$ cat src/hdl/fcr_map.svh
// Index map, reset values and field positions of the floppy
// configuration bank. Definitions only; included by bare name.
`ifndef FCR_MAP_SVH
`define FCR_MAP_SVH

// Register indexes on the configuration data port
`define FCR_IDX_MODE    8'hf0
`define FCR_IDX_OPTION  8'hf1
`define FCR_IDX_TYPE    8'hf2
`define FCR_IDX_RSVD    8'hf3
`define FCR_IDX_DRV0    8'hf4
`define FCR_IDX_DRV1    8'hf5

// Hard reset values
`define FCR_RST_MODE    8'h0e
`define FCR_RST_OPTION  8'h00
`define FCR_RST_TYPE    8'hff
`define FCR_RST_DRV     8'h00
`define FCR_RST_INDEX   8'h00
`define FCR_ZERO        8'h00

// Writable bits; everything else is held at zero
`define FCR_MODE_WMASK  8'hcf
`define FCR_OPT_WMASK   8'h0d
`define FCR_DRV_WMASK   8'h5b

// Field positions
`define FCR_MODE_ENH    0
`define FCR_MODE_DMA    1
`define FCR_MODE_IF_LO  2
`define FCR_MODE_IF_HI  3
`define FCR_MODE_PP     6
`define FCR_MODE_TRI    7
`define FCR_OPT_FWP     0
`define FCR_OPT_DEN_LO  2
`define FCR_OPT_DEN_HI  3
`define FCR_DRV_DT_LO   0
`define FCR_DRV_DT_HI   1
`define FCR_DRV_DRT_LO  3
`define FCR_DRV_DRT_HI  4
`define FCR_DRV_PTS     6

// Structure sizes
`define FCR_NPINS       8
`define FCR_NDRV        2

`endif

$ cat src/hdl/fcr_pkg.sv
// Types shared by the floppy configuration bank.
// Assumes fcr_map.svh holds all numeric positions and indexes.
package fcr_pkg;

  typedef logic [7:0] fcr_byte_t;

  // Controller interface personality
  typedef enum logic [1:0] {
    FCR_IF_COMPAT_B = 2'h0,
    FCR_IF_COMPAT_A = 2'h1,
    FCR_IF_RSVD     = 2'h2,
    FCR_IF_STD      = 2'h3
  } fcr_iface_e;

  // Density select control
  typedef enum logic [1:0] {
    FCR_DEN_NORM   = 2'h0,
    FCR_DEN_NORM_B = 2'h1,
    FCR_DEN_ONE    = 2'h2,
    FCR_DEN_ZERO   = 2'h3
  } fcr_density_e;

endpackage : fcr_pkg

$ cat src/hdl/fcr_drive_reg.sv
// One per-drive rate and precompensation register.
// Assumes the caller decodes the index and gives a one-cycle write.
`timescale 1ns/1ps
`include "fcr_map.svh"

module fcr_drive_reg (
  input  wire logic             clk,
  input  wire logic             resetn,
  input  wire logic             wr_en,
  input  wire fcr_pkg::fcr_byte_t wdata,
  output fcr_pkg::fcr_byte_t    rdata,
  output logic [1:0]            drive_type_bits,
  output logic [1:0]            rate_table_bits,
  output logic                  precomp_disable
);

  fcr_pkg::fcr_byte_t drv_ff;
  fcr_pkg::fcr_byte_t nxt_drv;

  // Read-only bits 2, 5 and 7 never take a written one
  assign nxt_drv = wr_en ? (wdata & `FCR_DRV_WMASK) : drv_ff;

  // Only the hard reset restores the default
  always_ff @(posedge clk) begin
    if (!resetn) begin
      drv_ff <= `FCR_RST_DRV;
    end else begin
      drv_ff <= nxt_drv;
    end
  end

  // Fields straight off the register, live the cycle after a write
  assign rdata           = drv_ff;
  assign drive_type_bits = drv_ff[`FCR_DRV_DT_HI:`FCR_DRV_DT_LO];
  assign rate_table_bits = drv_ff[`FCR_DRV_DRT_HI:`FCR_DRV_DRT_LO];
  assign precomp_disable = drv_ff[`FCR_DRV_PTS];

endmodule : fcr_drive_reg

$ cat src/hdl/fcr_floppy_config_regs.sv
// Configuration register bank of the floppy logical device: mode,
// option, drive type storage and two per-drive rate registers,
// plus the pin driver, write-protect and density logic they steer.
// Assumes resetn is the combined supply and host bus hard reset,
// held low at least one clk edge, and that cfg_ld_sel is high only
// while configuration mode is on and this logical device is chosen.
//
// How it works
// - Only supply power-on or host bus hard reset restore defaults.
// - Mode bit 0 picks normal or enhanced floppy mode.
// - Mode bit 1 picks burst or non-burst DMA; non-burst by default.
// - Mode bits 3:2 pick interface personality; 11 standard by default.
// - Mode bit 6 picks open-drain or push-pull floppy outputs.
// - Mode bit 7 puts all dedicated floppy output pins in high impedance.
// - Bits 6 and 7 touch only the dedicated floppy pins.
// - Option bit 0 forces write protect while drive 0 or 1 selected.
// - Core write protect ORs forced, external and device-disable terms.
// - Forced write protect also holds on parallel-port routed drives.
// - Option bits 3:2 steer density output; code 10 forces one.
// - Type register stores two-bit types for four drives.
// - Index f3 is read-only and always reads zero.
// - Drive 0 register: type 1:0, rate table 4:3, bits 2,5,7 zero.
// - Per-drive bit 6 set disables write precompensation.
// - Drive 1 register mirrors drive 0 layout for drive 1.
// - Software writes an index, then reads or writes the data port.
`timescale 1ns/1ps
`include "fcr_map.svh"

module fcr_floppy_config_regs (
  input  wire logic                  clk,
  input  wire logic                  resetn,
  // Index and data configuration port
  input  wire logic                  cfg_ld_sel,
  input  wire logic                  cfg_index_wr,
  input  wire logic                  cfg_index_rd,
  input  wire logic                  cfg_data_wr,
  input  wire logic                  cfg_data_rd,
  input  wire fcr_pkg::fcr_byte_t    cfg_wdata,
  output fcr_pkg::fcr_byte_t         cfg_rdata,
  output logic                       cfg_rvalid,
  // Mode controls to the floppy core
  output logic                       enhanced_mode,
  output logic                       burst_dma_en,
  output fcr_pkg::fcr_iface_e        iface_mode,
  output logic                       push_pull_driver,
  output logic                       pins_tristated,
  // Drive type storage and per-drive fields
  output fcr_pkg::fcr_byte_t         drive_type_store,
  output logic [3:0]                 drive_type_bits,
  output logic [3:0]                 rate_table_bits,
  output logic [1:0]                 precomp_disable,
  output logic [1:0]                 sel_drive_type,
  output logic [1:0]                 sel_rate_table,
  output logic                       sel_precomp_disable,
  // Write protect
  input  wire logic                  drive0_select_n,
  input  wire logic                  drive1_select_n,
  input  wire logic                  write_protect_in_n,
  input  wire logic                  dev_disable_wp,
  output logic                       write_protect_core_n,
  output logic                       status_reg_a_wp,
  // Density select
  input  wire logic                  density_core,
  output logic                       density_out,
  // Dedicated floppy output pins
  input  wire logic [`FCR_NPINS-1:0] core_pin_out,
  output logic [`FCR_NPINS-1:0]      fdd_pin_o,
  output logic [`FCR_NPINS-1:0]      fdd_pin_oe_n
);

  // Index hit test, shared by the write and read decoders
  function automatic logic idx_hit(
    input fcr_pkg::fcr_byte_t idx,
    input fcr_pkg::fcr_byte_t target
  );
    idx_hit = (idx == target);
  endfunction : idx_hit

  // Register state
  fcr_pkg::fcr_byte_t index_ff;
  fcr_pkg::fcr_byte_t mode_ff;
  fcr_pkg::fcr_byte_t opt_ff;
  fcr_pkg::fcr_byte_t type_ff;
  fcr_pkg::fcr_byte_t rdata_ff;
  logic               rvalid_ff;

  // Next values
  fcr_pkg::fcr_byte_t nxt_index;
  fcr_pkg::fcr_byte_t nxt_mode;
  fcr_pkg::fcr_byte_t nxt_opt;
  fcr_pkg::fcr_byte_t nxt_type;
  fcr_pkg::fcr_byte_t nxt_rdata;
  logic               nxt_rvalid;

  // Decode wires
  logic               data_wr_ok;
  logic               data_rd_ok;
  logic               hit_mode;
  logic               hit_opt;
  logic               hit_type;
  logic               hit_rsvd;
  logic               wr_mode;
  logic               wr_opt;
  logic               wr_type;
  logic [`FCR_NDRV-1:0] hit_drv;
  logic [`FCR_NDRV-1:0] wr_drv;
  fcr_pkg::fcr_byte_t drv_rd [`FCR_NDRV];
  fcr_pkg::fcr_byte_t drv_idx [`FCR_NDRV];
  fcr_pkg::fcr_byte_t rd_mux;

  // Selection and pin wires
  logic               drv1_active;
  logic               wp_forced;
  logic               wp_active;
  fcr_pkg::fcr_density_e den_code;
  logic               den_forced;

  // Data port only counts while this logical device is selected.
  // An index write in the same cycle as a data access leaves the
  // data access on the old index, which keeps the order obvious.
  assign data_wr_ok = cfg_data_wr & cfg_ld_sel;
  assign data_rd_ok = cfg_data_rd & cfg_ld_sel;

  // Index decode
  assign hit_mode = idx_hit(index_ff, `FCR_IDX_MODE);
  assign hit_opt  = idx_hit(index_ff, `FCR_IDX_OPTION);
  assign hit_type = idx_hit(index_ff, `FCR_IDX_TYPE);
  assign hit_rsvd = idx_hit(index_ff, `FCR_IDX_RSVD);
  assign drv_idx[0] = `FCR_IDX_DRV0;
  assign drv_idx[1] = `FCR_IDX_DRV1;

  // Write strobes; the reserved index has none, so it stays zero
  assign wr_mode = data_wr_ok & hit_mode;
  assign wr_opt  = data_wr_ok & hit_opt;
  assign wr_type = data_wr_ok & hit_type;

  // Index latch follows every index port write
  assign nxt_index = cfg_index_wr ? cfg_wdata : index_ff;

  // Reserved bits are masked so they neither store nor read back
  assign nxt_mode = wr_mode ? (cfg_wdata & `FCR_MODE_WMASK)
                            : mode_ff;
  assign nxt_opt  = wr_opt ? (cfg_wdata & `FCR_OPT_WMASK)
                           : opt_ff;
  assign nxt_type = wr_type ? cfg_wdata : type_ff;

  // Bank registers. No soft reset input exists here on purpose:
  // these settings must survive a soft reset of the controller.
  always_ff @(posedge clk) begin
    if (!resetn) begin
      index_ff <= `FCR_RST_INDEX;
      mode_ff  <= `FCR_RST_MODE;
      opt_ff   <= `FCR_RST_OPTION;
      type_ff  <= `FCR_RST_TYPE;
    end else begin
      index_ff <= nxt_index;
      mode_ff  <= nxt_mode;
      opt_ff   <= nxt_opt;
      type_ff  <= nxt_type;
    end
  end

  // Two per-drive registers from one module; the layout is shared
  genvar d;
  generate
    for (d = 0; d < `FCR_NDRV; d = d + 1) begin : g_drv
      assign hit_drv[d] = idx_hit(index_ff, drv_idx[d]);
      assign wr_drv[d]  = data_wr_ok & hit_drv[d];

      fcr_drive_reg u_drv (
        .clk             (clk),
        .resetn          (resetn),
        .wr_en           (wr_drv[d]),
        .wdata           (cfg_wdata),
        .rdata           (drv_rd[d]),
        .drive_type_bits (drive_type_bits[2*d+1:2*d]),
        .rate_table_bits (rate_table_bits[2*d+1:2*d]),
        .precomp_disable (precomp_disable[d])
      );
    end
  endgenerate

  // Read selection. Unmapped indexes and the reserved slot read zero.
  assign rd_mux = hit_mode   ? mode_ff
                : hit_opt    ? opt_ff
                : hit_type   ? type_ff
                : hit_rsvd   ? `FCR_ZERO
                : hit_drv[0] ? drv_rd[0]
                : hit_drv[1] ? drv_rd[1]
                : `FCR_ZERO;

  // Index reads return the latch; data reads the selected register
  assign nxt_rdata  = cfg_index_rd ? index_ff
                    : data_rd_ok   ? rd_mux
                    : rdata_ff;
  assign nxt_rvalid = cfg_index_rd | data_rd_ok;

  // Read data holds until the next read; valid is a one-cycle pulse
  always_ff @(posedge clk) begin
    if (!resetn) begin
      rdata_ff  <= `FCR_ZERO;
      rvalid_ff <= 1'b0;
    end else begin
      rdata_ff  <= nxt_rdata;
      rvalid_ff <= nxt_rvalid;
    end
  end

  assign cfg_rdata  = rdata_ff;
  assign cfg_rvalid = rvalid_ff;

  // Mode fields go straight from the register, so a write is seen
  // by the core on the cycle after it lands
  assign enhanced_mode = mode_ff[`FCR_MODE_ENH];
  assign burst_dma_en  = ~mode_ff[`FCR_MODE_DMA];
  assign iface_mode    = fcr_pkg::fcr_iface_e'(
                           mode_ff[`FCR_MODE_IF_HI:`FCR_MODE_IF_LO]);
  assign push_pull_driver = mode_ff[`FCR_MODE_PP];
  assign pins_tristated   = mode_ff[`FCR_MODE_TRI];

  // Drive type storage; C and D slots are plain software storage
  assign drive_type_store = type_ff;

  // Per-drive fields for whichever drive is selected. Drive 0 wins
  // when both selects are low, since it is the boot drive.
  assign drv1_active = drive0_select_n & ~drive1_select_n;
  assign sel_drive_type      = drv1_active ? drive_type_bits[3:2]
                                           : drive_type_bits[1:0];
  assign sel_rate_table      = drv1_active ? rate_table_bits[3:2]
                                           : rate_table_bits[1:0];
  assign sel_precomp_disable = drv1_active ? precomp_disable[1]
                                           : precomp_disable[0];

  // Forced write protect needs a selected drive. The selects come
  // from the core, not from a pin set, so a drive routed to the
  // parallel port pins is covered as well.
  assign wp_forced = opt_ff[`FCR_OPT_FWP] &
                     (~drive0_select_n | ~drive1_select_n);

  // Any source of protection protects; status shows the same term
  assign wp_active = wp_forced | ~write_protect_in_n |
                     dev_disable_wp;
  assign write_protect_core_n = ~wp_active;
  assign status_reg_a_wp      = wp_active;

  // Density select: the two normal codes pass the core's level,
  // the two forcing codes override it
  assign den_code = fcr_pkg::fcr_density_e'(
                      opt_ff[`FCR_OPT_DEN_HI:`FCR_OPT_DEN_LO]);
  assign den_forced = (den_code == fcr_pkg::FCR_DEN_ONE) |
                      (den_code == fcr_pkg::FCR_DEN_ZERO);
  assign density_out = den_forced
                     ? (den_code == fcr_pkg::FCR_DEN_ONE)
                     : density_core;

  // Dedicated floppy pins. Open drain pulls low for a zero and lets
  // go for a one; push-pull drives both levels. Tri-state releases
  // every pin. Parallel-port routed floppy signals never pass here,
  // so they keep their own drivers whatever these bits say.
  genvar p;
  generate
    for (p = 0; p < `FCR_NPINS; p = p + 1) begin : g_pin
      assign fdd_pin_o[p] = push_pull_driver & core_pin_out[p];
      assign fdd_pin_oe_n[p] = pins_tristated |
                               (~push_pull_driver &
                                core_pin_out[p]);
    end
  endgenerate

endmodule : fcr_floppy_config_regs

$ cat config.mk
export PLATFORM = sky130hd
export DESIGN_NAME = fcr_floppy_config_regs
export DESIGN_NICKNAME = d
export VERILOG_FILES = /design/src/hdl/fcr_pkg.sv /design/src/hdl/fcr_drive_reg.sv /design/src/hdl/fcr_floppy_config_regs.sv
export VERILOG_INCLUDE_DIRS = /design/src /design/src/hdl
export SDC_FILE = /design/constraint.sdc
export NUM_CORES = 1
export LEC_CHECK = 0
export BUFFER_PORTS_ARGS = -buffer_cell sky130_fd_sc_hd__buf_2
export CAP_MARGIN = 20
export CORE_MARGIN = 4
export CORE_UTILIZATION = 49
export DETAILED_ROUTE_END_ITERATION = 8
export PLACE_DENSITY_LB_ADDON = 0.05
export SLEW_MARGIN = 20
export SYNTH_ARGS = -nofsm -noshare
export SYNTH_HDL_FRONTEND = slang
export SYNTH_SLANG_ARGS = --single-unit
$ cat constraint.sdc
create_clock -name clk -period 1.5 [get_ports clk]
set_input_delay 0.075 -clock clk [delete_from_list [all_inputs] [get_ports clk]]
set_output_delay 0.075 -clock clk [all_outputs]
set_load 0.03 [all_outputs]
==> results of run 1 <==
==> per-stage QoR <==
step                hold slack, ns  cell area [sq um]  util [%]  std cells
finish                    0.003805               2884     64.46        385
global route               0.02251               2884     64.46        385
detailed placement          0.3165               2795     62.47        377
floorplan                   0.2001               2321         -        250
CTS                       0.002402               2883     64.43        385
global placement            0.3084               2795     62.47        377
==> power breakdown <==
part	total, uW	switching [uW]	internal (uW)
logic	346	206	140
registers	1210	19.8	1190
clock network	736	411	325
==> layer usage <==
metal | routed length [um] | up-vias | GRT usage (%)
met4 | 74 | 0 | 5.254
met2 | 2626 | 63 | 32.40
met1 | 2765 | 948 | 28.34
met5 | 0 | - | 0
li1 | - | 1035 | -
met3 | 365 | 6 | 5.035
==> placed cells by master (no fill, tap or decap), types with 2 or more instances in the layout <==
| master | n |
|---|---|
| mux2_2 | 6 |
| buf_2 | 84 |
| mux2i_1 | 41 |
| nand4b_1 | 2 |
| o21ai_0 | 9 |
| o22ai_1 | 2 |
| nand3_4 | 3 |
| and2_1 | 9 |
| nand4_1 | 3 |
| buf_4 | 11 |
| o211ai_1 | 2 |
| nand3b_1 | 4 |
| a21o_1 | 8 |
| dfxtp_1 | 43 |
| a221o_1 | 2 |
| inv_1 | 6 |
| nand2_1 | 40 |
| clkinv_2 | 2 |
| nand3_1 | 2 |
| nor2b_1 | 15 |
| clkbuf_8 | 5 |
| a21oi_1 | 12 |
| o2bb2ai_1 | 3 |
==> path summary, 6_finish.rpt <==
kind,from,to,slack [ns]
max reg2reg,index_ff[3],cfg_rdata[0],0.12
min reg2reg,mode_ff[0],mode_ff[0],0.48
max,index_ff[3],cfg_rdata[0],0.12
min,cfg_wdata[5],drive_type_store[5],0.004
==> cells in the mapped netlist (all sizes together) <==
library cell / number / area share [%]
nand4: 5 / 2.3
and4b: 2 / 1.0
o2bb2ai: 3 / 1.1
o21a: 1 / 0.32
nor2: 1 / 0.27
nand3b: 4 / 1.3
and3b: 2 / 0.81
a21o: 8 / 2.6
nor2b: 15 / 4.0
and3: 1 / 0.27
inv: 6 / 0.97
a21boi: 1 / 0.32
dfxtp: 44 / 38
o211ai: 2 / 0.65
nand4bb: 1 / 0.49
mux2i: 41 / 18
nand2: 40 / 6.5
clkbuf: 11 / 1.8
o21ai: 9 / 1.9
buf: 10 / 3.1
nand3: 6 / 3.1
o211a: 1 / 0.43
a21oi: 12 / 2.6
o22ai: 2 / 0.54
mux2: 6 / 2.9
a211oi: 1 / 0.32
and2: 10 / 2.8
nand4b: 2 / 0.75
a221o: 2 / 0.86
or2: 1 / 0.27
==> tightest hold or removal path, cell delays in order <==
cell and delay (ns):
buf_2 0.09, mux2i_1 0.06, nand2_1 0.06
==> cell type report <==
cell class / instances / area, sq um
Inverter: 6 / 22.52
Tap cell: 52 / 65.06
Clock buffer: 5 / 68.82
Clock inverter: 3 / 18.77
Sequential cell: 44 / 882.1
Fill cell: 407 / 1590
Timing Repair Buffer: 96 / 523.0
Multi-Input combinational cell: 179 / 1304
==> kinds of logic (layout without fill, tap and decap cells) <==
group	after synthesis	count (layout)
compound gates	42	42
buf+inv	27	110
flops	44	44
mux	47	47
simple gates	90	90
==> sequential cells by signal, indices dropped and copies added (netlist names) <==
register and count:
g_drv.u_drv.rdata 10, cfg_rdata 8, drive_type_store 8, index_ff 8, mode_ff 6, opt_ff 3
cfg_rvalid 1
==> run summary, run 1 <==
MaxCap Viol Count - 0
synthesis-to-layout area growth - 24.26%
syn avg cell area - 9.284 sq um
layout cells sized above 1 - 36.64%
Peak Freq - 0.7236 GHz
Worst-path clk slew - 0.09 ns
Mapped Nets - 278
Critical Path AT - 1.61 ns
Overflow after GRT - 0
vias per inst - 5.330
port bufs - 84
drc violations - 0
crit-path max cell delay - 0.36 ns
Distinct cells, synth - 39
max_slew headroom - 69.80%
fin crit period - 1.382 ns
crit start category - register
mux cell area share after synthesis - 20.59%
critical-path cell list - and4b_4, and3b_1, a221o_1, o2bb2ai_1
Core Region - 4474 sq um
vias in the first global route - 1988
clk_lat worst skew - 0.30 ns
adder-cell share of the synthesized area - 0%
Post-Syn Area - 2321 sq um
Worst Clk Skew - 0.01015 ns
Cells on Worst Hold Path - 3
Die X - 76.83 um
setup TNS - 0 ns
maximum vdd ir drop - 0.6012 mV
Hold Crit Class - primary input to register
Inserted Clock Buffers - 5
H-tree depth - 2
final period utilization - 92.13%
Initial Utilization - 51.87%
area share of xor/xnor cells in the synthesized design - 0%
total track usage - 20.66%
drt initial violations - 84
CTS tree - built
kind of cell adding the most delay to the critical path - compound AO/OA/AOI/OAI gates
Detail Route Antenna Nets - 0
total power draw - 2295 uW
post-synthesis compound-gate area fraction - 11.70%
worst setup margin - 0.1181 ns
Crit-path slowest cell - a221o_1
post-synthesis simple-gate area fraction - 23.88%
crit-path max FO - 5
Worst EP required - 1.73 ns
largest family of logic cells by synthesized area - simple AND/OR/NAND/NOR gates
# resized after CTS - 0
total number of vias - 2052
Final Max Tran Viols - 0
clk buf depth - 2
yosys warns - 0
largest net degree at the start of global routing - 35
register area share after synthesis - 37.95%
CP endpoint kind - register
Stages on worst setup path - 4
# hold bufs at CTS - 0
status - finished clean
pwr/cell area - 795.8 nW/um^2
row count - 24
Buffers & Inverters on Critical Path - 0
Die Y - 76.83 um
Num Clock Sinks - 44
dpl hpwl - 4.577 mm
r2r worst-path depth - 4
slew of the pin with the lowest slew margin - 0.4521 ns
number of antenna violations at the first check in global routing - 0
Post-Synthesis Cells - 250
I/O pin total - 85
WL final - 5.832 mm
WL/cell - 15.15 um
first-pass GRT wire length - 9.963 mm
RSZ-0062 raised after global routing - no
Total Die Area - 5902 sq um
Final Hold Viols - 0
Antenna diodes - 0
root buf cell - clkbuf_8
setup bufs post-CTS - 0
Pre-antenna DRT Iters - 4
RD Place Congestion - 0.8360
# setup viols final - 0
FF+latch count, synth - 44
Final #Nets - 360
kind of critical path - register to register
Leakage - 0.001514 uW
Setup WS pre-CTS - 0.1300 ns
(Power assumes the default switching activity.)
==> inputs of run 2 (changes only) <==
- ABC_AREA: not set -> 1
- ABC_CLOCK_PERIOD_IN_PS: not set -> 1500
- CORE_UTILIZATION: 49 -> 50
- SYNTH_HIERARCHICAL: not set -> 1
==> run summary, run 2 <==
status - finished clean
Final #Nets - 483 (+34%)
pwr/cell area - 741.7 nW/um^2 (-6.8%)
MaxCap Viol Count - 0 (unchanged)
I/O pin total - 85 (unchanged)
Util after Layout - 64.13% (-0.32 points)
Final Max Tran Viols - 0 (unchanged)
fin crit period - 1.416 ns (+0.03396 ns)
area share of xor/xnor cells in the synthesized design - 0% (unchanged)
most common cell after layout, fill and taps aside - nand2_1
Inserted Clock Buffers - 5 (unchanged)
dpl hpwl - 4.854 mm (+6.1%)
Hold Crit Class - primary input to register
Overflow after GRT - 0 (unchanged)
commonest cells after routing, fill and taps aside - nand2_1 (103), buf_2 (85), inv_1 (42)
first-pass GRT wire length - 10.90 mm (+9.4%)
maximum vdd ir drop - 0.4875 mV (-19%)
Detail Route Antenna Nets - 0 (unchanged)
Initial Utilization - 51.63% (-0.24 points)
Leakage - 0.001676 uW (+11%)
clock share of power - 31.2% (-0.9 points)
Die X - 77.84 um (+1.3%)
register area share after synthesis - 36.12% (-1.8 points)
Critical Path AT - 1.59 ns (-0.02 ns)
kind of critical path - register to register
Die Y - 77.84 um (+1.3%)
Total Die Area - 6058 sq um (+2.6%)
CP endpoint kind - register
Post-Syn Area - 2439 sq um (+5.1%)
Antenna diodes - 0 (unchanged)
top cells by area, synth - dfxtp_1 (36%), nand2_1 (16%), inv_1 (6.6%), nor2_1 (6.3%), buf_4 (5.8%)
Post-synth top flop - dfxtp_1
H-tree depth - 2 (unchanged)
most common library cells after synthesis - nand2_1 (104), dfxtp_1 (44), inv_1 (43), nor2_1 (41), nand3_1 (28)
Synth async-reset ratio - 0% (unchanged)
Crit-path slowest cell - dfxtp_2
post-synthesis simple-gate area fraction - 34.53% (+11 points)
vias per inst - 4.874 (-8.6%)
Fillers - 454 (+12%)
setup TNS - 0 ns (unchanged)
root buf cell - clkbuf_8
total power draw - 2247 uW (-2.1%)
Flop pwr share - 54.0% (+1.2 points)
RD Place Congestion - 0.8236 (-1.5%)
synthesis-to-layout area growth - 24.22% (about the same)
row count - 25 (+4.2%)
Internal Power - 1616 uW (-2.5%)
CTS tree - built
max FFs per register - 10 (unchanged)
crit-path max FO - 7 (+2)
worst setup margin - 0.08410 ns (-0.03396 ns)
P_sw - 630.5 uW (-1.0%)
# hold bufs at CTS - 0 (unchanged)
FF+latch count, synth - 44 (unchanged)
final period utilization - 94.39% (+2.3 points)
number of antenna violations at the first check in global routing - 0 (unchanged)
Post-Synthesis Cells - 368 (+47%)
Core Region - 4723 sq um (+5.6%)
total number of vias - 2544 (+24%)
sw frac - 28.07% (+0.31 points)
Synth area leader - dfxtp_1
Setup WS pre-CTS - 0.03984 ns (-0.09018 ns)
critical-path cell list - nand2_2, nor2_8, buf_4, nand2_2, nor2_4, inv_4, o21ai_2, a21oi_1
Num Clock Sinks - 44 (unchanged)
crit start category - register
Post-synth EDFFs - 0 (unchanged)
# setup viols final - 0 (unchanged)
largest net degree at the start of global routing - 28 (-20%)
vias in the first global route - 2352 (+18%)
post-synthesis compound-gate area fraction - 10.98% (-0.72 points)
syn avg cell area - 6.627 sq um (-29%)
yosys warns - 6 (+6)
WL final - 6.593 mm (+13%)
share of the synthesized area in the top cell type - 36.12% (-1.8 points)
combinational share of power - 14.8% (-0.3 points)
mux cell area share after synthesis - 2.309% (-18 points)
crit-path max cell delay - 0.35 ns (about the same)
total track usage - 22.30% (+1.6 points)
Pre-antenna DRT Iters - 4 (unchanged)
Buffers & Inverters on Critical Path - 2 (+2)
Worst Clk Skew - 0.01024 ns (+0.00008430 ns)
adder-cell share of the synthesized area - 0% (unchanged)
WL/cell - 12.63 um (-17%)
Peak Freq - 0.7063 GHz (-2.4%)
Final Hold Viols - 0 (unchanged)
clk_lat worst skew - 0.30 ns (about the same)
largest family of logic cells by synthesized area - simple AND/OR/NAND/NOR gates
clk buf depth - 2 (unchanged)
kind of cell adding the most delay to the critical path - simple AND/OR/NAND/NOR gates
Distinct cells, synth - 26 (-33%)
layout cells sized above 1 - 32.09% (-4.5 points)
drc violations - 0 (unchanged)
CP dominant cell by count - nand2_2
most frequent cell after synthesis - nand2_1
Worst EP required - 1.68 ns (-0.05 ns)
drt initial violations - 104 (+24%)
port bufs - 84 (unchanged)
Worst-path clk slew - 0.08 ns (about the same)
-- run 2: cell families (layout without fill, tap and decap cells) --
kind of cell | Yosys count | after routing
other cells | 2 | 6
buf+inv | 77 | 160
flops | 44 | 44
compound gates | 50 | 50
mux | 5 | 5
simple gates | 190 | 190
-- run 2: what timing repair did --
item | CTS | global route
gates resized for setup | 0 | 18
setup endpoints to repair | 0 | 17
setup buffers | 0 | 9
-- run 2: worst reg2reg max path, stage by stage, from the launching register on --
cell and delay (ns):
dfxtp_2 0.35, nand2_2 0.09, nor2_8 0.18, buf_4 0.14
nand2_2 0.10, nor2_4 0.20, inv_4 0.07, o21ai_2 0.11
a21oi_1 0.05
-- run 2: layout make-up --
cell class / count / area [sq um] / share of cell area (%)
Inverter: 50 / 192.7 / 6.361
Timing Repair Buffer: 103 / 560.5 / 18.50
Tap cell: 67 / 83.83 / 2.767
Clock buffer: 6 / 72.57 / 2.396
Clock inverter: 1 / 5.005 / 0.1652
Multi-Input combinational cell: 251 / 1229 / 40.56
Sequential cell: 44 / 885.9 / 29.24
-- run 2: metal layers --
| metal | track usage [%] | vias to the layer above | part of all wire (%) |
|---|---|---|---|
| met5 | 0 | - | 0 |
| met4 | 7.117 | 0 | 1.3 |
| met3 | 4.756 | 6 | 6.3 |
| met2 | 37.07 | 73 | 47 |
| met1 | 28.65 | 1161 | 45 |
| li1 | - | 1304 | - |
-- run 2: final timing paths --
| check | slack (ns) | cells after the start | to | start |
|---|---|---|---|---|
| worst min register to register | 0.47 | 2 | cfg_rdata[6] | cfg_rdata[6] |
| worst max-delay path | 0.08 | 8 | mode_ff[6] | index_ff[6] |
| worst max register to register | 0.08 | 8 | mode_ff[6] | index_ff[6] |
| worst min-delay path | 0.01 | 3 | drive_type_store[5] | cfg_wdata[5] |
-- run 2: metrics by stage --
step / instances / hold slack, ns / instance area (sq um)
6_report: 522 / 0.01161 / 3029
5_1_grt: 522 / 0.03352 / 3029
4_1_cts: 512 / 0.008378 / 2912
3_5_place_dp: 505 / 0.3225 / 2834
3_3_place_gp: 505 / 0.3221 / 2834
2_1_floorplan: 372 / 0.1954 / 2459
-- run 2: power groups by stage --
stage / Sequential [uW] / Clock, uW / Combinational (uW)
after floorplan: 1260 / 0 / 178
after global placement: 1240 / 0 / 309
after detailed placement: 1240 / 0 / 312
after CTS: 1210 / 719 / 313
after global routing: 1220 / 760 / 365
final: 1210 / 701 / 332
